===== src/verilog/flcd_pkg.sv =====
// package: register map, field layout, timing constants and carrier types
package flcd_pkg;

   // -----------------
   // register byte offsets
   // -----------------
   localparam logic [7:0] REG_CFG   = 8'h00;
   localparam logic [7:0] REG_TIME  = 8'h04;
   localparam logic [7:0] REG_THR   = 8'h08;
   localparam logic [7:0] REG_STAT  = 8'h0c;
   localparam logic [7:0] REG_ALARM = 8'h10;
   localparam logic [7:0] REG_RECOV = 8'h14;

   // -----------------
   // field positions
   // -----------------
   localparam int CFG_DET_EN   = 0;
   localparam int CFG_OTC_EN   = 1;
   localparam int CFG_OTC_SW   = 2;
   localparam int CFG_TGL_EN   = 3;
   localparam int CFG_LIM_LSB  = 8;
   localparam int TIME_REC_LSB = 0;
   localparam int TIME_DET_LSB = 8;
   localparam int TIME_OTC_LSB = 16;
   localparam int THR_TRIP_LSB = 0;
   localparam int THR_REC_LSB  = 8;
   localparam int ALARM_TGL    = 0;
   localparam int RECOV_CUR_LSB = 0;
   localparam int RECOV_TEMP   = 4;

   // -----------------
   // reset values and writable masks
   // -----------------
   localparam logic [31:0] CFG_RST   = 32'h0000_0000;
   localparam logic [31:0] TIME_RST  = 32'h0000_0000;
   localparam logic [31:0] THR_RST   = 32'h0000_0000;
   localparam logic [31:0] CFG_MASK  = 32'h0000_070f;
   localparam logic [31:0] TIME_MASK = 32'h00ff_ffff;
   localparam logic [31:0] THR_MASK  = 32'h0000_ffff;

   // -----------------
   // timing
   // -----------------
   localparam int unsigned CLK_HZ      = 100_000_000;
   localparam int unsigned TICK_MS     = 100;
   localparam int unsigned TICK_CYC    = CLK_HZ / 1000 * TICK_MS;
   localparam int unsigned TICK_W      = 24;
   localparam logic [3:0]  TICKS_PER_S = 4'ha;
   localparam logic [2:0]  RETRY_WIN_S = 3'h5;

   // -----------------
   // bus responses
   // -----------------
   localparam logic [1:0] RESP_OKAY   = 2'h0;
   localparam logic [1:0] RESP_SLVERR = 2'h2;

   // -----------------
   // carriers
   // -----------------
   typedef struct packed {
      logic [7:0]  awaddr;
      logic        awvalid;
      logic [31:0] wdata;
      logic [3:0]  wstrb;
      logic        wvalid;
      logic        bready;
      logic [7:0]  araddr;
      logic        arvalid;
      logic        rready;
   } flcd_axi_req_t;

   typedef struct packed {
      logic        awready;
      logic        wready;
      logic [1:0]  bresp;
      logic        bvalid;
      logic        arready;
      logic [31:0] rdata;
      logic [1:0]  rresp;
      logic        rvalid;
   } flcd_axi_rsp_t;

   typedef struct packed {
      logic short_circuit_discharge;
      logic discharge_overcurrent_first;
      logic discharge_overcurrent_second;
      logic charge_overcurrent;
   } flcd_trip_t;

endpackage


===== src/verilog/flcd_top.sv =====
// protection logic: current retry latch, charge-pin detector, charge overtemperature
// Notes on behaviour
// RULE1: each current trip bumps the shared retry counter.
// RULE2: counter clears after 5 fault-free seconds past re-enable.
// RULE3: limit select 0,2,4,8,16,32,48,96; zero disables latch.
// RULE4: counter at limit latches and stops timed recovery.
// RULE5: recovery command with a current bit clears the counter.
// RULE6: detector used only while enabled.
// RULE7: raw detector state is readable.
// RULE8: debounced flag follows detector after stable detector time.
// RULE9: debounced change sets toggle alarm.
// RULE10: detector time 100 ms to 25.5 s, 100 ms steps.
// RULE11: alarm drives alert only when enabled.
// RULE12: writing one clears toggle alarm.
// RULE13: alert while pin below trip threshold.
// RULE14: 8-bit thresholds, step regulator over 359.
// RULE15: overtemperature evaluated only when enabled.
// RULE16: fault after alert persists programmed check intervals.
// RULE17: fault turns charge switch off if control enabled.
// RULE18: trip clears alert, sets safety status.
// RULE19: at or above recovery threshold, fault recovers.
// RULE20: zero recovery threshold needs temperature recovery command.
// RULE21: timed current recovery after 1..255 s; zero disables.
// RULE22: latched switch stays off.
// RULE23: counter saturates at limit, idle with limit zero.
//
// The implementer's own choices: the placing of the registers and the AXI4-Lite slave port.
module flcd_top
   import flcd_pkg::*;
#(
   parameter int unsigned TICK_CYCLES = TICK_CYC
) (
   // clock, reset, enable
   input  wire logic          aclk,
   input  wire logic          aresetn,
   input  wire logic          clk_en,
   // register bus
   input  wire flcd_axi_req_t axi_req,
   output flcd_axi_rsp_t      axi_rsp,
   // protection inputs
   input  wire flcd_trip_t    current_trip,
   input  wire logic          check_strobe,
   input  wire logic          charge_pin_detect,
   input  wire logic          ts_below_trip,
   input  wire logic          ts_below_recovery,
   // protection outputs
   output logic               charge_switch_drive,
   output logic               discharge_switch_drive,
   output logic               alert_out,
   output logic [7:0]         otc_trip_threshold,
   output logic [7:0]         otc_recovery_threshold
);

   typedef struct packed {
      logic [31:0]       cfg;
      logic [31:0]       timing;
      logic [31:0]       thr;
      logic              alarm;
      logic              aw_full;
      logic [7:0]        aw_addr;
      logic              w_full;
      logic [31:0]       w_data;
      logic [3:0]        w_strb;
      logic              awrdy;
      logic              wrdy;
      logic              arrdy;
      logic              bvalid;
      logic [1:0]        bresp;
      logic              rvalid;
      logic [31:0]       rdata;
      logic [1:0]        rresp;
      logic              det_s1;
      logic              det_s2;
      logic              tsb_s1;
      logic              tsb_s2;
      logic              tsr_s1;
      logic              tsr_s2;
      logic              det_last;
      logic              det_db;
      logic [8:0]        det_cnt;
      logic [TICK_W-1:0] tick_cnt;
      logic [3:0]        sec_sub;
      logic [6:0]        retry_cnt;
      logic              latched;
      logic              dsg_fault;
      logic              chg_fault;
      logic [7:0]        rec_cnt;
      logic              win_act;
      logic [2:0]        win_cnt;
      logic              otc_alert;
      logic              otc_safe;
      logic [7:0]        otc_cnt;
      logic              alert;
      logic [1:0]        sw_on;
   } flcd_state_t;

   flcd_state_t st_ff;
   flcd_state_t nxt_st;

   // ----------------------------------------------------------------
   // helpers
   // ----------------------------------------------------------------
   function automatic logic [6:0] limit_of(input logic [2:0] sel);
      case (sel)
         3'h0:    limit_of = 7'h00;
         3'h1:    limit_of = 7'h02;
         3'h2:    limit_of = 7'h04;
         3'h3:    limit_of = 7'h08;
         3'h4:    limit_of = 7'h10;
         3'h5:    limit_of = 7'h20;
         3'h6:    limit_of = 7'h30;
         default: limit_of = 7'h60;
      endcase
   endfunction

   function automatic logic [31:0] merge(input logic [31:0] old, input logic [31:0] data,
                                         input logic [3:0] strb, input logic [31:0] mask);
      logic [31:0] r;
      r = old;
      for (int i = 0; i < 4; i++) begin
         if (strb[i]) begin
            r[8*i +: 8] = data[8*i +: 8];
         end
      end
      merge = r & mask;
   endfunction

   function automatic logic known(input logic [7:0] a);
      known = (a == REG_CFG) || (a == REG_TIME) || (a == REG_THR) || (a == REG_STAT)
              || (a == REG_ALARM) || (a == REG_RECOV);
   endfunction

   // ----------------------------------------------------------------
   // next state
   // ----------------------------------------------------------------
   always_comb begin
      logic        do_wr;
      logic        tick;
      logic        sec;
      logic        any_trip;
      logic        cur_rec;
      logic        tmp_rec;
      logic        tgl_clr;
      logic        tgl_set;
      logic [6:0]  lim;
      logic [2:0]  lim_sel;
      logic [7:0]  rec_s;
      logic [7:0]  det_t;
      logic [7:0]  otc_d;
      logic [7:0]  rd_addr;
      logic [31:0] rd;
      do_wr    = 1'b0;
      tick     = 1'b0;
      sec      = 1'b0;
      cur_rec  = 1'b0;
      tmp_rec  = 1'b0;
      tgl_clr  = 1'b0;
      tgl_set  = 1'b0;
      rd       = 32'h0000_0000;
      nxt_st   = st_ff;
      lim_sel  = st_ff.cfg[CFG_LIM_LSB +: 3];
      lim      = limit_of(lim_sel); // RULE3
      rec_s    = st_ff.timing[TIME_REC_LSB +: 8];
      det_t    = st_ff.timing[TIME_DET_LSB +: 8];
      otc_d    = st_ff.timing[TIME_OTC_LSB +: 8];
      rd_addr  = {axi_req.araddr[7:2], 2'h0};
      any_trip = |current_trip;

      // -------------------------------------------------------------
      // input synchronisers
      // -------------------------------------------------------------
      nxt_st.det_s1 = charge_pin_detect;
      nxt_st.det_s2 = st_ff.det_s1;
      nxt_st.tsb_s1 = ts_below_trip;
      nxt_st.tsb_s2 = st_ff.tsb_s1;
      nxt_st.tsr_s1 = ts_below_recovery;
      nxt_st.tsr_s2 = st_ff.tsr_s1;

      // -------------------------------------------------------------
      // register bus slave
      // -------------------------------------------------------------
      if (axi_req.awvalid && st_ff.awrdy) begin
         nxt_st.aw_full = 1'b1;
         nxt_st.aw_addr = {axi_req.awaddr[7:2], 2'h0};
      end
      if (axi_req.wvalid && st_ff.wrdy) begin
         nxt_st.w_full = 1'b1;
         nxt_st.w_data = axi_req.wdata;
         nxt_st.w_strb = axi_req.wstrb;
      end
      if (st_ff.bvalid && axi_req.bready) begin
         nxt_st.bvalid = 1'b0;
      end
      if (st_ff.aw_full && st_ff.w_full && !st_ff.bvalid) begin
         do_wr          = 1'b1;
         nxt_st.aw_full = 1'b0;
         nxt_st.w_full  = 1'b0;
         nxt_st.bvalid  = 1'b1;
         nxt_st.bresp   = known(st_ff.aw_addr) ? RESP_OKAY : RESP_SLVERR;
      end
      if (do_wr) begin
         case (st_ff.aw_addr)
            REG_CFG:   nxt_st.cfg = merge(st_ff.cfg, st_ff.w_data, st_ff.w_strb, CFG_MASK);
            REG_TIME:  nxt_st.timing = merge(st_ff.timing, st_ff.w_data, st_ff.w_strb,
                                             TIME_MASK);
            REG_THR:   nxt_st.thr = merge(st_ff.thr, st_ff.w_data, st_ff.w_strb, THR_MASK);
            REG_ALARM: tgl_clr = st_ff.w_strb[0] && st_ff.w_data[ALARM_TGL]; // RULE12
            REG_RECOV: begin
               cur_rec = st_ff.w_strb[0] && (|st_ff.w_data[RECOV_CUR_LSB +: 4]);
               tmp_rec = st_ff.w_strb[0] && st_ff.w_data[RECOV_TEMP];
            end
            default: ;
         endcase
      end
      if (st_ff.rvalid && axi_req.rready) begin
         nxt_st.rvalid = 1'b0;
      end
      if (axi_req.arvalid && st_ff.arrdy) begin
         case (rd_addr)
            REG_CFG:   rd = st_ff.cfg;
            REG_TIME:  rd = st_ff.timing;
            REG_THR:   rd = st_ff.thr;
            REG_STAT:  rd = {16'h0000, 1'b0, st_ff.retry_cnt, 1'b0, st_ff.chg_fault,
                             st_ff.dsg_fault, st_ff.otc_safe, st_ff.otc_alert, st_ff.latched,
                             st_ff.det_db, st_ff.det_s2 & st_ff.cfg[CFG_DET_EN]}; // RULE7
            REG_ALARM: rd = {31'h0000_0000, st_ff.alarm};
            default:   rd = 32'h0000_0000;
         endcase
         nxt_st.rvalid = 1'b1;
         nxt_st.rdata  = rd;
         nxt_st.rresp  = (known(rd_addr) && rd_addr != REG_RECOV) ? RESP_OKAY : RESP_SLVERR;
      end

      // -------------------------------------------------------------
      // 100 ms and one second timebase
      // -------------------------------------------------------------
      if (st_ff.tick_cnt == TICK_W'(TICK_CYCLES - 1)) begin
         nxt_st.tick_cnt = '0;
         tick            = 1'b1; // RULE10
      end else begin
         nxt_st.tick_cnt = st_ff.tick_cnt + TICK_W'(1);
      end
      if (tick) begin
         if (st_ff.sec_sub == TICKS_PER_S - 4'h1) begin
            nxt_st.sec_sub = 4'h0;
            sec            = 1'b1;
         end else begin
            nxt_st.sec_sub = st_ff.sec_sub + 4'h1;
         end
      end

      // -------------------------------------------------------------
      // current retry latch
      // -------------------------------------------------------------
      if (sec && st_ff.win_act) begin
         if (st_ff.win_cnt == RETRY_WIN_S - 3'h1) begin
            nxt_st.win_act   = 1'b0;
            nxt_st.retry_cnt = 7'h00; // RULE2
         end else begin
            nxt_st.win_cnt = st_ff.win_cnt + 3'h1;
         end
      end
      // timed recovery, held off while latched
      if ((st_ff.dsg_fault || st_ff.chg_fault) && rec_s != 8'h00 && !st_ff.latched) begin // RULE21 RULE22
         if (sec) begin
            if (st_ff.rec_cnt + 8'h01 >= rec_s) begin
               nxt_st.dsg_fault = 1'b0;
               nxt_st.chg_fault = 1'b0;
               nxt_st.rec_cnt   = 8'h00;
               nxt_st.win_act   = 1'b1;
               nxt_st.win_cnt   = 3'h0;
            end else begin
               nxt_st.rec_cnt = st_ff.rec_cnt + 8'h01;
            end
         end
      end else begin
         nxt_st.rec_cnt = 8'h00;
      end
      if (cur_rec) begin
         nxt_st.retry_cnt = 7'h00; // RULE5
         nxt_st.latched   = 1'b0;
         nxt_st.dsg_fault = 1'b0;
         nxt_st.chg_fault = 1'b0;
         nxt_st.rec_cnt   = 8'h00;
      end
      // a trip in the same cycle as a recovery command still counts
      if (any_trip) begin
         nxt_st.win_act = 1'b0;
         nxt_st.rec_cnt = 8'h00;
         if (current_trip.short_circuit_discharge || current_trip.discharge_overcurrent_first
             || current_trip.discharge_overcurrent_second) begin
            nxt_st.dsg_fault = 1'b1;
         end
         if (current_trip.charge_overcurrent) begin
            nxt_st.chg_fault = 1'b1;
         end
         if (lim != 7'h00) begin // RULE23
            if (nxt_st.retry_cnt < lim) begin
               nxt_st.retry_cnt = nxt_st.retry_cnt + 7'h01; // RULE1
            end
            if (nxt_st.retry_cnt >= lim) begin
               nxt_st.latched = 1'b1; // RULE4
            end
         end
      end

      // -------------------------------------------------------------
      // charge-pin detector debounce
      // -------------------------------------------------------------
      if (st_ff.cfg[CFG_DET_EN]) begin // RULE6
         if (st_ff.det_s2 != st_ff.det_last) begin
            nxt_st.det_last = st_ff.det_s2;
            nxt_st.det_cnt  = 9'h000;
         end else if (tick && st_ff.det_cnt <= {1'b0, det_t}) begin
            nxt_st.det_cnt = st_ff.det_cnt + 9'h001;
            // stable for more than the programmed number of 100 ms steps
            if (st_ff.det_cnt == {1'b0, det_t} && st_ff.det_db != st_ff.det_last) begin
               nxt_st.det_db = st_ff.det_last; // RULE8
               tgl_set       = 1'b1; // RULE9
            end
         end
      end
      // set wins over a simultaneous clear
      nxt_st.alarm = tgl_set || (st_ff.alarm && !tgl_clr); // RULE12
      nxt_st.alert = nxt_st.alarm && st_ff.cfg[CFG_TGL_EN]; // RULE11

      // -------------------------------------------------------------
      // charge overtemperature
      // -------------------------------------------------------------
      // command first, so a trip in the same cycle wins
      if (tmp_rec) begin
         nxt_st.otc_safe = 1'b0; // RULE20
         nxt_st.otc_cnt  = 8'h00;
      end
      if (!st_ff.cfg[CFG_OTC_EN]) begin // RULE15
         nxt_st.otc_alert = 1'b0;
         nxt_st.otc_cnt   = 8'h00;
      end else if (check_strobe) begin
         if (!st_ff.otc_safe) begin
            if (st_ff.tsb_s2) begin
               nxt_st.otc_alert = 1'b1; // RULE13
               if (st_ff.otc_cnt >= otc_d) begin // RULE16
                  nxt_st.otc_alert = 1'b0; // RULE18
                  nxt_st.otc_safe  = 1'b1;
                  nxt_st.otc_cnt   = 8'h00;
               end else begin
                  nxt_st.otc_cnt = st_ff.otc_cnt + 8'h01;
               end
            end else begin
               nxt_st.otc_alert = 1'b0; // RULE13
               nxt_st.otc_cnt   = 8'h00;
            end
         end else if (st_ff.thr[THR_REC_LSB +: 8] != 8'h00 && !st_ff.tsr_s2) begin // RULE20
            nxt_st.otc_safe = 1'b0; // RULE19
         end
      end

      // -------------------------------------------------------------
      // bus ready flags follow the buffer state
      // -------------------------------------------------------------
      nxt_st.awrdy = !nxt_st.aw_full && !nxt_st.bvalid;
      nxt_st.wrdy  = !nxt_st.w_full && !nxt_st.bvalid;
      nxt_st.arrdy = !nxt_st.rvalid;
      nxt_st.sw_on = {!nxt_st.chg_fault && !(nxt_st.otc_safe && nxt_st.cfg[CFG_OTC_SW]),
                      !nxt_st.dsg_fault}; // RULE17
   end

   // ----------------------------------------------------------------
   // state register
   // ----------------------------------------------------------------
   always_ff @(posedge aclk) begin
      if (!aresetn) begin
         st_ff        <= '0;
         st_ff.cfg    <= CFG_RST;
         st_ff.timing <= TIME_RST;
         st_ff.thr    <= THR_RST;
      end else if (clk_en) begin
         st_ff <= nxt_st;
      end
   end

   // ----------------------------------------------------------------
   // outputs, all straight from state flops
   // ----------------------------------------------------------------
   assign axi_rsp.awready        = st_ff.awrdy;
   assign axi_rsp.wready         = st_ff.wrdy;
   assign axi_rsp.bvalid         = st_ff.bvalid;
   assign axi_rsp.bresp          = st_ff.bresp;
   assign axi_rsp.arready        = st_ff.arrdy;
   assign axi_rsp.rvalid         = st_ff.rvalid;
   assign axi_rsp.rdata          = st_ff.rdata;
   assign axi_rsp.rresp          = st_ff.rresp;
   assign alert_out              = st_ff.alert;
   assign otc_trip_threshold     = st_ff.thr[THR_TRIP_LSB +: 8]; // RULE14
   assign otc_recovery_threshold = st_ff.thr[THR_REC_LSB +: 8];
   assign discharge_switch_drive = st_ff.sw_on[0];
   assign charge_switch_drive    = st_ff.sw_on[1]; // RULE17

endmodule


===== config.mk =====
export PLATFORM = sky130hd
export DESIGN_NAME = flcd_top
export DESIGN_NICKNAME = d
export VERILOG_FILES = /design/src/verilog/flcd_pkg.sv /design/src/verilog/flcd_top.sv
export SDC_FILE = /design/constraint.sdc
export NUM_CORES = 1
export LEC_CHECK = 0
export BUFFER_PORTS_ARGS = -buffer_cell sky130_fd_sc_hd__buf_2
export CAP_MARGIN = 20
export CORE_ASPECT_RATIO = 1.2
export CORE_MARGIN = 2
export CORE_UTILIZATION = 35
export CTS_BUF_LIST = sky130_fd_sc_hd__clkbuf_8
export DETAILED_ROUTE_END_ITERATION = 7
export PLACE_DENSITY = 0.54
export SLEW_MARGIN = 25
export SYNTH_ARGS = -nofsm -noshare
export SYNTH_HDL_FRONTEND = slang
export SYNTH_SLANG_ARGS = --single-unit

===== constraint.sdc =====
create_clock -name aclk -period 9.65 [get_ports aclk]
set_clock_uncertainty 0.05 [all_clocks]
set_input_delay 0.965 -clock aclk [delete_from_list [all_inputs] [get_ports aclk]]
set_output_delay 0.965 -clock aclk [all_outputs]
set_load 0.1 [all_outputs]

# Yosys cells after proc, flatten, opt, wreduce, memory -nomap -nowiden

Index checks and enable logic that the tools add are counted.

Output and inout port bits: 60
Word-level logic and storage cells: 234
Bits of input ports: 68
Register bits: 213

Multiplexer cells: 75
$add $sub $neg: 7
Order comparisons: 5
Equality and inequality tests: 26
Bitwise logic cells: 2
Reductions and logical operators: 74

Operators by type and width:

| operator                                             | number |
|---|---|
| one-hot mux 24 bit (5 select lines)                  | 1 |
| 2-to-1 mux 8 bit                                     | 12 |
| 2-to-1 mux 67 bit                                    | 1 |
| one-hot mux 7 bit (7 select lines)                   | 1 |
| 2-to-1 mux 24 bit                                    | 2 |
| 2-to-1 mux 37 bit                                    | 1 |
| 2-to-1 mux 9 bit                                     | 4 |
| 2-to-1 mux 35 bit                                    | 1 |
| 2-to-1 mux 7 bit                                     | 5 |
| 2-to-1 mux 1 bit                                     | 29 |
| AND reduction 4 bit                                  | 7 |
| adder 24 x 1 -> 24 bit (second input constant)       | 1 |
| equality test 24 bit (second input constant)         | 1 |
| equality test 6 x 2 -> 1 bit (second input constant) | 4 |
| equality test 6 x 3 -> 1 bit (second input constant) | 4 |
| logical AND 1 bit                                    | 23 |
| 2-to-1 mux 19 bit                                    | 1 |
| 2-to-1 mux 18 bit                                    | 1 |
| adder 8 x 1 -> 8 bit (second input constant)         | 2 |
| >= comparator 8 bit                                  | 2 |
| 2-to-1 mux 16 bit                                    | 1 |
| 2-to-1 mux 4 bit                                     | 4 |
| nonzero test 8 bit                                   | 2 |
| logical OR 1 bit                                     | 14 |
| 33 further kinds                                     | 65 |

# Longest topological paths before layout

Depth in word-level cells: 19
Mapped depth: 23
Mapped depth without buffers: 22

# Least setup slack after synthesis

Ideal clock, no wire load.

Kind: register -> register
Start: register st_ff[39] in the netlist's numbering
End: register st_ff[27] in the netlist's numbering
Cell stages (with the launch flop): 23
Required time: 9.469 ns
Setup time: 0.131 ns
Path slack: 5.075 ns
Arrival: 4.394 ns
Path buffers: 0
Period minus slack after synthesis: 4.575 ns
Cells stage by stage: dfxtp_1 > ha_1 > nand4_1 > or4b_2 > nor4_1 > a41oi_1 > nand2_1 > inv_1 > ha_1 > nand4_1 > nor2_1 > and3_4 > a211oi_4 > nand2_1 > nor2_1 > xor2_1 > ha_1 > and3_1 > and3_1 > nand3_1 > mux2i_1 > nor3_1 > o22ai_1

Cells in the longest elaborated chain, start to end: 14
Elaborated cells between the ends (all ways): 15
Classes of those cells: add/sub (1); order compare (2); eq/ne (1); mux (10); reduce/logical (1)

RTL lines:

| what                                                               | line                             | source |
|---|---|---|
| from (decl)                                                        | flcd_top.sv:97                   | `flcd_state_t st_ff;` |
| from (signal assigned)                                             | flcd_top.sv:378                  | `st_ff <= nxt_st;` |
| equality test 24 bit (*)                                           | flcd_top.sv:237                  | `if (st_ff.tick_cnt == TICK_W'(TICK_CYCLES - 1)) begin` |
| 2-to-1 mux 1 bit (*)                                               | flcd_top.sv:237                  |  |
| 2-to-1 mux 1 bit (*)                                               | flcd_top.sv:243                  | `if (tick) begin` |
| logical AND 1 bit (*)                                              | flcd_top.sv:255                  | `if (sec && st_ff.win_act) begin` |
| 2-to-1 mux 7 bit (*)                                               | flcd_top.sv:255                  |  |
| 2-to-1 mux 18 bit (*)                                              | flcd_top.sv:279                  | `if (cur_rec) begin` |
| adder 7 x 1 -> 7 bit or less-than comparator 7 bit (tied branches) | flcd_top.sv:299, flcd_top.sv:298 |  |
| 2-to-1 mux 7 bit (*)                                               | flcd_top.sv:298                  | `if (nxt_st.retry_cnt < lim) begin` |
| 2-to-1 mux 7 bit (*)                                               | flcd_top.sv:297                  | `if (lim != 7'h00) begin` |
| 2-to-1 mux 7 bit (*)                                               | flcd_top.sv:287                  | `if (any_trip) begin` |
| >= comparator 7 bit (*)                                            | flcd_top.sv:301                  | `if (nxt_st.retry_cnt >= lim) begin` |
| 2-to-1 mux 1 bit (*)                                               | flcd_top.sv:301                  |  |
| 2-to-1 mux 8 bit (*)                                               | flcd_top.sv:297                  |  |
| 2-to-1 mux 19 bit (*)                                              | flcd_top.sv:287                  |  |

Mark *: on every way between the ends. The rest lies on a longest branch, timed or not. The select of a mux whose other input is x is not followed.
A chain may end at the register's enable or synchronous reset.

# Worst setup path in the final report

Same ends and word-level chain as after synthesis.

==> impl_results.md <==
* Outcome: finished clean
* Final Hold Fails at 0
* Post-route minimum period at 5620 ps
* First-pass GRT wire length at 42500 um
* P_leak at 4.17 nW
* Critical path class: reg2reg
* Worst setup margin at 4030 ps
* WL final at 26300 um
* Hold buffers post-CTS at 0
* Crit end category: register
* Synth Area in Adders at 0.0530
* Skew-Pair Late Insertion Delay at 490 ps
* Cell Chain, Critical Path: ha_1 -> nand4_1 -> or4b_2 -> nor4_1 -> a41oi_1 -> nand2_1 -> inv_1 -> ha_1 -> nand4_1 -> nor2_1 -> and3_4 -> a211oi_4 -> nand2_1 -> nor2_1 -> xor2_1 -> ha_1 -> and3_1 -> and3_1 -> nand3_1 -> mux2i_1 -> nor3_1 -> o22ai_1
* Mapped cell area at 9920 um2
* Via Count at 8364
* Area growth syn-to-layout at 8.64%
* Worst slack, placed at 4040 ps
* Routability congestion estimate at 0.868
* PD cells at 136 nW/um2
* Vias per inst at 5.16
* Final-report setup violation count at 0
* Ys async rst share at 0
* Initial DRT Pass Iterations at 5
* Io pins at 128
* Final nets at 1340
* Post-synthesis mux area share at 0.0590
* Register area share after synthesis at 0.392
* Total CTS buffers at 17
* Simple-gate share of the synthesized area at 0.237
* Critical Path RT at 9940 ps
* Longest Clk Path Bufs at 2
* Post-route cell area at 10800 um2
* Placed inst area at 10400 um2
* Post-CTS Resized at 0
* Number of synthesized flops with an enable pin at 0
* Setup bufs post-CTS at 0
* Compound-cell area share of the yosys netlist at 0.147
* Port bufs at 104
* FMAX at 178 MHz
* Die Wd at 158 um
* H-tree depth at 4
* Initial antenna violation count at 0
* Total grt overflow at 0
* CTS tree: yes
* Final ANT Viol Nets at 0
* Synth Register Bits at 194
* Total Die Area at 29700 um2
* GR Util All Layers at 0.180
* DR iter-0 viols at 588
* WP data arrival at 5910 ps
* Starting density of the core at 0.355
* CP startpoint kind: register
* Mean area per synthesized cell at 8.23 um2
* N_diodes at 0
* Root Driver: clkbuf_8
* Worst Hold Class: reg2reg
* Number of remaining DRC errors at 0
* Crit path top cell by count: ha_1
* Largest net degree at the start of global routing at 92
* Slew @ Worst Pin at 984 ps
* Post-Synth XOR/XNOR Area at 0.0300
* HPWL Detailed at 19200 um
* Unrepaired setup endpoints after global routing: no
* Placed insts at 1590
* Pins Over Slew Limit at 0
* Synth Flop Type: dfxtp_1
* Crit Path Max Fanout at 9
* Unique masters post-synth at 71
* Core Box Area at 27900 um2
* Critical Path Slowest Stage Cell: or4b_2
* WL/cell at 16.2 um
* Worst-path clk slew at 100 ps
* CTS sink cnt at 194
* Die Ht at 188 um
* Setup TNS at 0 ps
* Number of global-route vias before repair at 7844
* Max_cap viols at 0
* Fin cells at 1622
* Max-slew headroom at 0.338
* Layout cells sized above 1 at 0.138
* Fin crit share at 0.583
* Peak supply drop at 0.0000764 V
* Worst path max stage delay at 660 ps
* Largest family of logic cells by synthesized area: simple AND/OR/NAND/NOR gates
* Syn. warnings at 0
* Post-Synthesis Cells at 1206
* FP Rows at 67
==> Yosys cell counts, drive strengths merged (13+ instances only) <==
| cell type | number | share of area |
|---|---|---|
| nand3 | 59 | 0.030 |
| inv | 45 | 0.017 |
| and3 | 23 | 0.015 |
| o21ai | 37 | 0.019 |
| mux2i | 36 | 0.036 |
| clkbuf | 53 | 0.020 |
| a22oi | 32 | 0.024 |
| xor2 | 19 | 0.017 |
| nor4 | 13 | 0.0082 |
| nand2 | 170 | 0.064 |
| buf | 62 | 0.045 |
| ha | 42 | 0.053 |
| xnor2 | 15 | 0.013 |
| a21oi | 96 | 0.048 |
| nor3 | 15 | 0.0076 |
| nor2 | 125 | 0.047 |
| or3 | 14 | 0.0088 |
| dfxtp | 194 | 0.39 |
| nand4 | 21 | 0.015 |
==> cells in the final DEF, fill, tap and decap left out, types with 8 or more instances in the layout <==
master	n
nor2_1	125
and3_1	21
ha_1	42
nor3_1	15
nor4_1	12
nand4_1	20
xnor2_1	15
conb_1	10
buf_2	104
nand3_1	58
nand2b_1	9
mux2i_1	36
xor2_1	19
mux2_2	8
clkbuf_8	18
a22oi_1	32
a21oi_1	96
nor2b_1	9
o21ai_0	37
inv_1	44
dfxtp_1	194
a211oi_1	9
or3_1	14
nand2_1	170
==> metrics by stage <==
stage | utilization | total power [mW] | hold slack [ps]
floorplan | - | 0.912 | 387
global placement | 0.371 | 0.937 | 396
detailed placement | 0.372 | 0.938 | 398
CTS | 0.386 | 1.48 | 415
global route | 0.386 | 1.52 | 441
finish | 0.386 | 1.46 | 412
==> registers in the layout, indices dropped and copies added (netlist names) <==
signal / count
charge_switch_drive: 1
otc_recovery_threshold: 8
otc_trip_threshold: 8
alert_out: 1
axi_rsp: 31
nxt_st: 3
st_ff: 141
discharge_switch_drive: 1
==> critical path, delay by kind of cell (launching register included) <==
kind                       cells  cell delay (ps)
buffers and inverters          1               60
muxes                          1               70
DFF                            1              370
AOI/OAI and AO/OA              3              930
and+or+nand+nor               13             3010
xor gates and xnor gates       1              190
adders and majority gates      3              800
==> final timing paths <==
kind	from	end	slack, ps	cells after the start
max reg2reg	st_ff[39]$_SDFFE_PN0P_	st_ff[27]$_SDFFE_PN0P_	4030	22
min	st_ff[147]$_SDFFE_PN0P_	st_ff[147]$_SDFFE_PN0P_	410	2
min reg2reg	st_ff[147]$_SDFFE_PN0P_	st_ff[147]$_SDFFE_PN0P_	410	2
max	st_ff[39]$_SDFFE_PN0P_	st_ff[27]$_SDFFE_PN0P_	4030	22
==> layout make-up <==
class	instances	area, um2
Clock inverter	14	155
Multi-Input combinational cell	860	5270
Timing Repair Buffer	111	573
Clock buffer	18	248
Tap cell	379	474
Inverter	46	175
Sequential cell	194	3880
Fill cell	2939	17100
==> report_power, final <==
part | internal (mW) | switching [mW]
Clock | 0.203 | 0.342
Sequential | 0.809 | 0.00933
Combinational | 0.0246 | 0.0766
==> per-layer routing <==
| layer | part of all wire | GRT usage | up-vias |
|---|---|---|---|
| li1 | - | - | 4217 |
| met1 | 0.51 | 0.264 | 3963 |
| met2 | 0.44 | 0.273 | 165 |
| met3 | 0.035 | 0.0274 | 19 |
| met4 | 0.015 | 0.0517 | 0 |
| met5 | 0 | 0 | - |
==> kinds of logic after synthesis <==
kind of cell / after synthesis
buf+inv: 161
fa+ha+maj: 42
xor+xnor: 34
simple gates: 494
flops: 194
other cells: 1
mux: 50
compound gates: 230
Note: power is estimated with default switching activity, not from simulation.
